--- src/hdl/bridge_gc_cfg.svh ---
// Offsets, field positions, reset values and codes of the control fields
`ifndef BRIDGE_GC_CFG_SVH
`define BRIDGE_GC_CFG_SVH

// Configuration space location of the register
`define GC_OFFSET 8'hd4
// Reset value of the whole register; other fields read as these defaults
`define GC_RESET_VALUE 32'h8600025f

// Field positions
`define GC_RESP_SEL_HI 22
`define GC_RESP_SEL_LO 20
`define GC_PREFETCH_OFF_BIT 19
`define GC_STANDBY_LAT_HI 18
`define GC_STANDBY_LAT_LO 16
`define GC_LOWPOWER_LAT_HI 15
`define GC_LOWPOWER_LAT_LO 13
`define GC_VC_STRUCT_BIT 12
`define GC_SLEEP_CLK_BIT 11
`define GC_BEACON_BIT 10
// Mask of the bits this block owns, 22 down to 10
`define GC_OWNED_MASK 32'h007ffc00

// Field reset values
`define GC_RESP_SEL_RST 3'h0
`define GC_LAT_RST 3'h0
`define GC_BIT_RST 1'h0
`define GC_VC_STRUCT_VAL 1'h0

// Slot power response codes
`define RESP_IGNORE 3'h0
`define RESP_ALERT 3'h1
`define RESP_CLK_STOP 3'h2
`define RESP_CLK_STOP_ALERT 3'h3
`define RESP_UR_ALL 3'h4

// Secondary clock outputs
`define SEC_CLK_COUNT 7

`endif

--- src/hdl/bridge_gc_pkg.sv ---
// Types shared by the bridge general control fields
package bridge_gc_pkg;

  // Stored fields; the last two are sticky
  typedef struct packed {
    logic [2:0] slot_power_response_sel;
    logic plain_read_prefetch_off;
    logic [2:0] standby_exit_latency_cfg;
    logic [2:0] lowpower_exit_latency_cfg;
    logic sleep_clock_stop_en;
    logic beacon_en;
  } gc_fields_s;

  // Configuration write or read request
  typedef struct packed {
    logic wr;
    logic rd;
    logic [7:0] addr;
    logic [3:0] be;
    logic [31:0] wdata;
  } cfg_req_s;

endpackage

--- src/hdl/bridge_general_control_fields.sv ---
// Bridge general control register, fields 22 down to 10
// Functional notes
// - Response code in bits 22:20 acts only while slot power is insufficient.
// - Code 000 ignores the slot power limit; bridge runs normally.
// - Code 001 drives the power limit alert pin while power is short.
// - Code 010 stops masked secondary clocks, alert pin stays inactive.
// - Code 011 stops masked secondary clocks and drives the alert pin.
// - Code 100 rejects all but configuration and slot power limit traffic.
// - Prefetch-off clear: all three memory read kinds are prefetchable.
// - Prefetch-off set: plain memory read not prefetched; line and multiple are.
// - Standby exit latency bits 18:16 mirror into capability bits 8:6.
// - Standby latency codes: 000 under 64 ns, doubling, 111 over 4 us.
// - Low power exit latency bits 15:13 mirror into capability bits 11:9.
// - Low power latency codes: 000 under 1 us, doubling, 111 over 64 us.
// - Virtual channel structure enable bit 12 is read-only zero.
// - Sleep clock stop set: secondary clocks stop in D3; clear keeps them.
// - Beacon clear: wake signal only; set: beacon and wake signal both.
// - Sleep clock stop and beacon bits are sticky across link resets.
// - Other fields reset on link reset, global reset or power-on reset.
// - Register sits at offset D4h, default 8600025Fh, owned fields zero.
// - Clock mask acts only for codes 010 or 011 with power short.
`timescale 1ns/1ns
`include "bridge_gc_cfg.svh"

module bridge_general_control_fields #(
  parameter int CLK_N = `SEC_CLK_COUNT
) (
  // Clock and power-on reset
  input wire logic i_mclk,
  input wire logic i_rst,
  // Other reset sources
  input wire logic i_link_reset,
  input wire logic i_global_reset_n,
  // Configuration access
  input wire bridge_gc_pkg::cfg_req_s i_cfg,
  output logic [31:0] o_cfg_rdata,
  output logic o_cfg_rdata_valid,
  // Power and clock status
  input wire logic i_slot_power_short,
  input wire logic i_in_d3,
  input wire logic [CLK_N-1:0] i_clock_mask,
  // Controls to the bridge
  output logic o_power_limit_alert_pin,
  output logic [CLK_N-1:0] o_sec_clk_stop,
  output logic o_ur_noncfg,
  output logic o_plain_read_prefetch_ok,
  output logic [2:0] o_cap_standby_exit_latency,
  output logic [2:0] o_cap_lowpower_exit_latency,
  output logic o_beacon_wake_en,
  output logic o_wake_signal_en
);

  bridge_gc_pkg::gc_fields_s fields;
  logic global_reset_n_meta;
  logic global_reset_n_sync_n;
  logic soft_reset;
  logic gc_wr;
  logic [31:0] rd_word;
  logic want_alert;
  logic want_clk_mask;
  logic want_ur;
  logic [2:0] actions;

  // Decoded response actions
  function automatic logic [2:0] resp_actions(input logic [2:0] sel);
    begin
      case (sel)
        `RESP_ALERT: resp_actions = 3'h1;
        `RESP_CLK_STOP: resp_actions = 3'h2;
        `RESP_CLK_STOP_ALERT: resp_actions = 3'h3;
        `RESP_UR_ALL: resp_actions = 3'h4;
        default: resp_actions = 3'h0;
      endcase
    end
  endfunction

  // Global reset pin synchroniser
  always_ff @(posedge i_mclk or posedge i_rst) begin
    if (i_rst) begin
      global_reset_n_meta <= 1'h0;
      global_reset_n_sync_n <= 1'h0;
    end else begin
      global_reset_n_meta <= i_global_reset_n;
      global_reset_n_sync_n <= global_reset_n_meta;
    end
  end

  assign soft_reset = i_link_reset | ~global_reset_n_sync_n;
  assign gc_wr = i_cfg.wr && (i_cfg.addr == `GC_OFFSET);

  // Field storage; the sticky pair survives link and global reset
  always_ff @(posedge i_mclk or posedge i_rst) begin
    if (i_rst) begin
      fields.slot_power_response_sel <= `GC_RESP_SEL_RST;
      fields.plain_read_prefetch_off <= `GC_BIT_RST;
      fields.standby_exit_latency_cfg <= `GC_LAT_RST;
      fields.lowpower_exit_latency_cfg <= `GC_LAT_RST;
      fields.sleep_clock_stop_en <= `GC_BIT_RST;
      fields.beacon_en <= `GC_BIT_RST;
    end else begin
      if (soft_reset) begin
        fields.slot_power_response_sel <= `GC_RESP_SEL_RST;
        fields.plain_read_prefetch_off <= `GC_BIT_RST;
        fields.standby_exit_latency_cfg <= `GC_LAT_RST;
        fields.lowpower_exit_latency_cfg <= `GC_LAT_RST;
      end else if (gc_wr) begin
        if (i_cfg.be[2]) begin
          fields.slot_power_response_sel <=
            i_cfg.wdata[`GC_RESP_SEL_HI:`GC_RESP_SEL_LO];
          fields.plain_read_prefetch_off <=
            i_cfg.wdata[`GC_PREFETCH_OFF_BIT];
          fields.standby_exit_latency_cfg <=
            i_cfg.wdata[`GC_STANDBY_LAT_HI:`GC_STANDBY_LAT_LO];
        end
        if (i_cfg.be[1]) begin
          fields.lowpower_exit_latency_cfg <=
            i_cfg.wdata[`GC_LOWPOWER_LAT_HI:`GC_LOWPOWER_LAT_LO];
        end
      end
      if (gc_wr && i_cfg.be[1]) begin
        fields.sleep_clock_stop_en <= i_cfg.wdata[`GC_SLEEP_CLK_BIT];
        fields.beacon_en <= i_cfg.wdata[`GC_BEACON_BIT];
      end
    end
  end

  // Read word: owned fields over the defaults of the rest
  always_comb begin
    rd_word = `GC_RESET_VALUE & ~`GC_OWNED_MASK;
    rd_word[`GC_RESP_SEL_HI:`GC_RESP_SEL_LO] = fields.slot_power_response_sel;
    rd_word[`GC_PREFETCH_OFF_BIT] = fields.plain_read_prefetch_off;
    rd_word[`GC_STANDBY_LAT_HI:`GC_STANDBY_LAT_LO] =
      fields.standby_exit_latency_cfg;
    rd_word[`GC_LOWPOWER_LAT_HI:`GC_LOWPOWER_LAT_LO] =
      fields.lowpower_exit_latency_cfg;
    rd_word[`GC_VC_STRUCT_BIT] = `GC_VC_STRUCT_VAL;
    rd_word[`GC_SLEEP_CLK_BIT] = fields.sleep_clock_stop_en;
    rd_word[`GC_BEACON_BIT] = fields.beacon_en;
  end

  // Read answer one cycle after the request; other offsets read zero
  always_ff @(posedge i_mclk or posedge i_rst) begin
    if (i_rst) begin
      o_cfg_rdata <= 32'h0;
      o_cfg_rdata_valid <= 1'h0;
    end else begin
      o_cfg_rdata_valid <= i_cfg.rd;
      if (i_cfg.rd) begin
        o_cfg_rdata <= (i_cfg.addr == `GC_OFFSET) ? rd_word : 32'h0;
      end
    end
  end

  // Slot power response
  always_comb begin
    actions = resp_actions(fields.slot_power_response_sel);
    want_alert = i_slot_power_short && actions[0];
    want_clk_mask = i_slot_power_short && actions[1];
    want_ur = i_slot_power_short && actions[2];
  end

  always_ff @(posedge i_mclk or posedge i_rst) begin
    if (i_rst) begin
      o_power_limit_alert_pin <= 1'h0;
      o_ur_noncfg <= 1'h0;
    end else begin
      o_power_limit_alert_pin <= want_alert;
      o_ur_noncfg <= want_ur;
    end
  end

  // Secondary clock stop: override mask or D3 stop
  always_ff @(posedge i_mclk or posedge i_rst) begin
    if (i_rst) begin
      o_sec_clk_stop <= '0;
    end else if (fields.sleep_clock_stop_en && i_in_d3) begin
      o_sec_clk_stop <= '1;
    end else begin
      o_sec_clk_stop <= want_clk_mask ? i_clock_mask : '0;
    end
  end

  // Prefetch, capability mirror and wake method
  always_ff @(posedge i_mclk or posedge i_rst) begin
    if (i_rst) begin
      o_plain_read_prefetch_ok <= 1'h1;
      o_cap_standby_exit_latency <= `GC_LAT_RST;
      o_cap_lowpower_exit_latency <= `GC_LAT_RST;
      o_beacon_wake_en <= 1'h0;
      o_wake_signal_en <= 1'h1;
    end else begin
      o_plain_read_prefetch_ok <= ~fields.plain_read_prefetch_off;
      o_cap_standby_exit_latency <= fields.standby_exit_latency_cfg;
      o_cap_lowpower_exit_latency <=
        fields.lowpower_exit_latency_cfg;
      o_beacon_wake_en <= fields.beacon_en;
      o_wake_signal_en <= 1'h1;
    end
  end
endmodule

--- config.mk ---
export PLATFORM = sky130hd
export DESIGN_NAME = bridge_general_control_fields
export DESIGN_NICKNAME = d
export VERILOG_FILES = /design/src/hdl/bridge_gc_pkg.sv /design/src/hdl/bridge_general_control_fields.sv
export VERILOG_INCLUDE_DIRS = /design/src /design/src/hdl
export SDC_FILE = /design/constraint.sdc
export NUM_CORES = 1
export LEC_CHECK = 0
export BUFFER_PORTS_ARGS = -buffer_cell sky130_fd_sc_hd__buf_4
export CORE_ASPECT_RATIO = 1.75
export CORE_UTILIZATION = 46
export DETAILED_ROUTE_END_ITERATION = 12
export PLACE_DENSITY = 0.83
export SYNTH_ARGS = -nofsm -noshare
export SYNTH_HDL_FRONTEND = slang
export SYNTH_SLANG_ARGS = --single-unit
--- constraint.sdc ---
create_clock -name i_mclk -period 3.23 [get_ports i_mclk]
set_input_delay 0.1615 -clock i_mclk [delete_from_list [all_inputs] [get_ports i_mclk]]
set_output_delay 0.1615 -clock i_mclk [all_outputs]
set_load 0.01 [all_outputs]
# Yosys cells after proc, flatten, opt, wreduce, memory -nomap -nowiden
# Index checks and enable logic that the tools add are counted.
op_classes:
  n_eq_ne: 5
  muxes: 8
  bitwise_logic: 3
  n_reduce_logical: 11
ops:
  columns: ["operator", "n"]
  rows:
  - ["32-bit two-way mux", 1]
  - ["7-bit two-way mux", 3]
  - ["10-bit two-way mux", 2]
  - ["3-bit one-hot mux with 4 select lines", 1]
  - ["8-bit equality test (second input constant)", 1]
  - ["3-bit by 2-bit equality test with 1-bit output (second input constant)", 2]
  - ["1-bit logical AND", 6]
  - ["2-bit nonzero test", 3]
  - ["2-bit AND reduction", 2]
  - ["3-bit by 1-bit equality test with 1-bit output (second input constant)", 1]
  - ["3-bit equality test (second input constant)", 1]
  - ["3-bit two-way mux", 1]
  - ["1-bit NOT", 2]
  - ["1-bit OR", 1]
word_totals:
  reg_bits: 64
  in_bits: 59
  out_inout_bits: 51
  word_cells: 44

# Longest topological paths before layout
logic_depth:
  depth_word: 5
  ltp_mapped: 4

# Least setup slack after synthesis
# OpenSTA, ideal clock, no wires.
synth_path:
  path_kind: "input to register"
  from: "input port i_cfg[37] (netlist bit)"
  to: "register fields[0] (netlist bit)"
  arrival_ns: 1.364
  path_slack_ns: 1.741
  path_stages: 3
  cell_sequence: "or4b_4 nor3_4 mux2_4"
synth_between:
  elab_chain_len: 3
synth_rtl:
  columns: ["element", "line", "text"]
  rows:
  - ["start, declared", "bridge_general_control_fields.sv:35", "input wire bridge_gc_pkg::cfg_req_s i_cfg,"]
  - ["8-bit equality test (no source line)", null, null]
  - ["1-bit logical AND", "bridge_general_control_fields.sv:89", "assign gc_wr = i_cfg.wr && (i_cfg.addr == `GC_OFFSET);"]
  - ["1-bit logical AND", "bridge_general_control_fields.sv:120", "if (gc_wr && i_cfg.be[1]) begin"]
  - ["end, declared", "bridge_general_control_fields.sv:53", "bridge_gc_pkg::gc_fields_s fields;"]
# Every way passes these cells.
# A chain may end at the register's enable or synchronous reset.

# Final worst setup path
layout_path:
  from: "input port i_cfg[37] (netlist bit)"
  to: "register fields[1] (netlist bit)"
# The elaborated chain is that of the path after synthesis.

==> metrics.txt <==
worst slew pin tran 0.893 ns; Crit Path Class input pin to register; die area 4350 um^2; compound-cell area share of the yosys netlist 0.0680; IO Port Bufs 76; grt met1 use 0.179; gr usage total 0.172; footprint of the multi-input gates 538 um^2; Synth Instances 166; CP max stage cell or4b_4; Worst Hold Class input pin to asynchronous set/reset pin; Syn-to-layout area delta 31.0%; # resized after CTS 0; cts bufs inserted 5; drt via density 4.54; Critical Path RT 3.40 ns; share of cells above drive strength 1 0.388; Final Hold Viols 0; vias in the first global route 1,221; post-synthesis sequential area ratio 0.601; M2 GR Usage 0.325; Tcrit/Tclk final 0.428; drt first pass iters 4; met3 Resource Use GR 0.0316; Arrival @ worst endpoint 1.55 ns; Peak VDD IR 0.000265 V; H-tree depth 2; largest fanout on the critical path 5; Num Clock Sinks 45; I/O Pins 110; CP Cell Sequence buf_4, or4b_4, nor3_4, mux2_4; Starting DRT DRC Count 18; Syn Area/Cell 11.3 um^2; detailed placement HPWL 2690 um; Total Wirelength 3480 um; global placer's final weighted congestion 0.709; crit start category input pin; status complete, no violations; Root Buffer clkbuf_8; Routed Antenna Nets 0; TritonCTS clock tree built; Worst slew margin 0.404; simple-gate share of the synthesized area 0.122; final net count 291; Final setup violation count 0; chip height 86.5 um; power per cell area 397 nW/um^2; maximum capacitance violations 0; register cell area after layout 1130 um^2; synthesis-stage register bit count 45; initial antenna violation count 0; detailed-route DRC error count 0; Distinct cells, synth 20; core area 3900 um^2; pin count of the biggest net entering global routing 46; skew final 0.00508 ns; vias 1,271; RSZ-0062 raised after global routing no; clock slew at reported path FFs 0.07 ns; Die X 50.3 um; ant diodes 0; post-synthesis adder-cell area fraction 0; fraction of synthesized area in multiplexers 0.0747; first-pass GRT wire length 5540 um; largest family of logic cells by synthesized area buffers and inverters; Fillers 345; crit end category register; total negative slack 0 ns; global route overflow 0; Rows 30; initial core utilization 0.480; Max clock buf depth 2; Post-CTS Setup Bufs 0; Post-DP Area 2360 um^2; Hold WS 0.0793 ns; Achievable Freq 723 MHz; Final Critical Period 1.38 ns; CP max stage delay 0.57 ns; drt wl/cell 12.4 um; Synth Area in XOR/XNOR 0; max-slew violations 0; Pleak 1.30 nW; fin area 2460 um^2; GR peak layer met2; Synth warnings 0; Synth Cell Area 1880 um^2; clock latency on the worst-skew pair 0.28 ns
[cell type report]
cell class	count	area share
multi-input cells	87	0.219
clock buffers	7	0.0352
flip-flops and latches	45	0.459
repair buffers	78	0.239
inverters	15	0.0229
well taps	48	0.0245
[cells by family (layout without fill, tap and decap cells)]
group / Yosys count / after routing
AOI/OAI and AO/OA: 19 / 19
DFF: 45 / 45
and+or+nand+nor: 44 / 44
other: 2 / 11
muxes: 13 / 13
buffers and inverters: 43 / 100
[power breakdown]
part	internal (mW)	total [mW]	switching (mW)	leakage [nW]
clock network	0.170	0.331	0.162	0.0443
registers	0.567	0.569	0.00174	0.618
logic	0.0374	0.0745	0.0371	0.640
total	0.774	0.975	0.201	1.30
[path summary, 6_finish.rpt]
kind | end | startpoint | slack [ns] | depth (start not counted)
max in group asynchronous | o_cfg_rdata[13] | i_rst | 2.59 | 2
setup / recovery | fields[1] | i_cfg[37] | 1.85 | 4
min in group i_mclk | o_sec_clk_stop[1] | i_clock_mask[1] | 0.08 | 2
hold reg to reg | global_reset_n_sync_n | global_reset_n_meta | 0.37 | 0
hold / removal | o_power_limit_alert_pin | i_rst | 0.08 | 2
setup reg to reg | fields[9] | global_reset_n_sync_n | 1.98 | 4
[layout by cell type (no fill, tap or decap)]
cell	count
buf_4	77
dfrtp_1	44
nand2_1	34
inv_1	14
o22ai_1	12
mux2i_1	11
conb_1	11
a21o_1	7
clkbuf_8	6
nor3_4	2
and3b_1	2
mux2_4	2
nor2b_1	1
nand4b_1	1
or4b_4	1
or2_1	1
and2_1	1
nor4bb_1	1
inv_2	1
clkbuf_1	1
dlygate4sd3_1	1
dfstp_2	1
[cells in the mapped netlist]
cell	instances	area share
dfrtp_1	44	0.59
or2_1	1	0.0033
o22ai_1	12	0.040
clkbuf_1	7	0.014
nor3_4	2	0.017
dfstp_2	1	0.014
a21o_1	7	0.028
nand2_1	34	0.068
and2_1	1	0.0033
buf_6	1	0.0060
conb_1	2	0.0040
inv_1	15	0.030
nand4b_1	1	0.0047
buf_4	20	0.080
mux2i_1	11	0.059
nor2b_1	1	0.0033
or4b_4	1	0.0073
and3b_1	2	0.0093
mux2_4	2	0.016
nor4bb_1	1	0.0053
[per-layer routing]
metal | share of wire | up-vias
met5 | 0 | -
met4 | 0.011 | 0
met3 | 0.048 | 2
li1 | - | 630
met2 | 0.59 | 51
met1 | 0.36 | 588
[what timing repair did]
| action | in CTS | in global routing |
|---|---|---|
| setup endpoints to repair | 0 | 0 |
| hold buffers | 1 | 0 |
| endpoints found under the hold margin | 1 | 0 |
[state kept, by name (all words and copies together) (netlist names)]
name,count
o_cfg_rdata,13
global_reset_n_sync_n,1
fields,12
o_beacon_wake_en,1
o_power_limit_alert_pin,1
o_sec_clk_stop,7
o_cap_lowpower_exit_latency,3
o_plain_read_prefetch_ok,1
o_ur_noncfg,1
o_cap_standby_exit_latency,3
global_reset_n_meta,1
o_cfg_rdata_valid,1
[through the flow]
step / total power [mW] / util / setup WS [ns] / std cells
2_1_floorplan: 0.622 / - / 1.74 / 175
3_5_place_dp: 0.655 / 0.604 / 1.52 / 272
3_3_place_gp: 0.653 / 0.604 / 1.54 / 272
5_1_grt: 1.02 / 0.629 / 1.80 / 280
6_report: 0.975 / 0.629 / 1.85 / 280
4_1_cts: 0.991 / 0.629 / 1.84 / 280
[worst max-delay path: cells and delay by family]
kind	cells	cell delay, ns
and+or+nand+nor	2	0.94
muxes	1	0.33
buffers and inverters	1	0.11
Note: power is estimated with default switching activity, not from simulation.
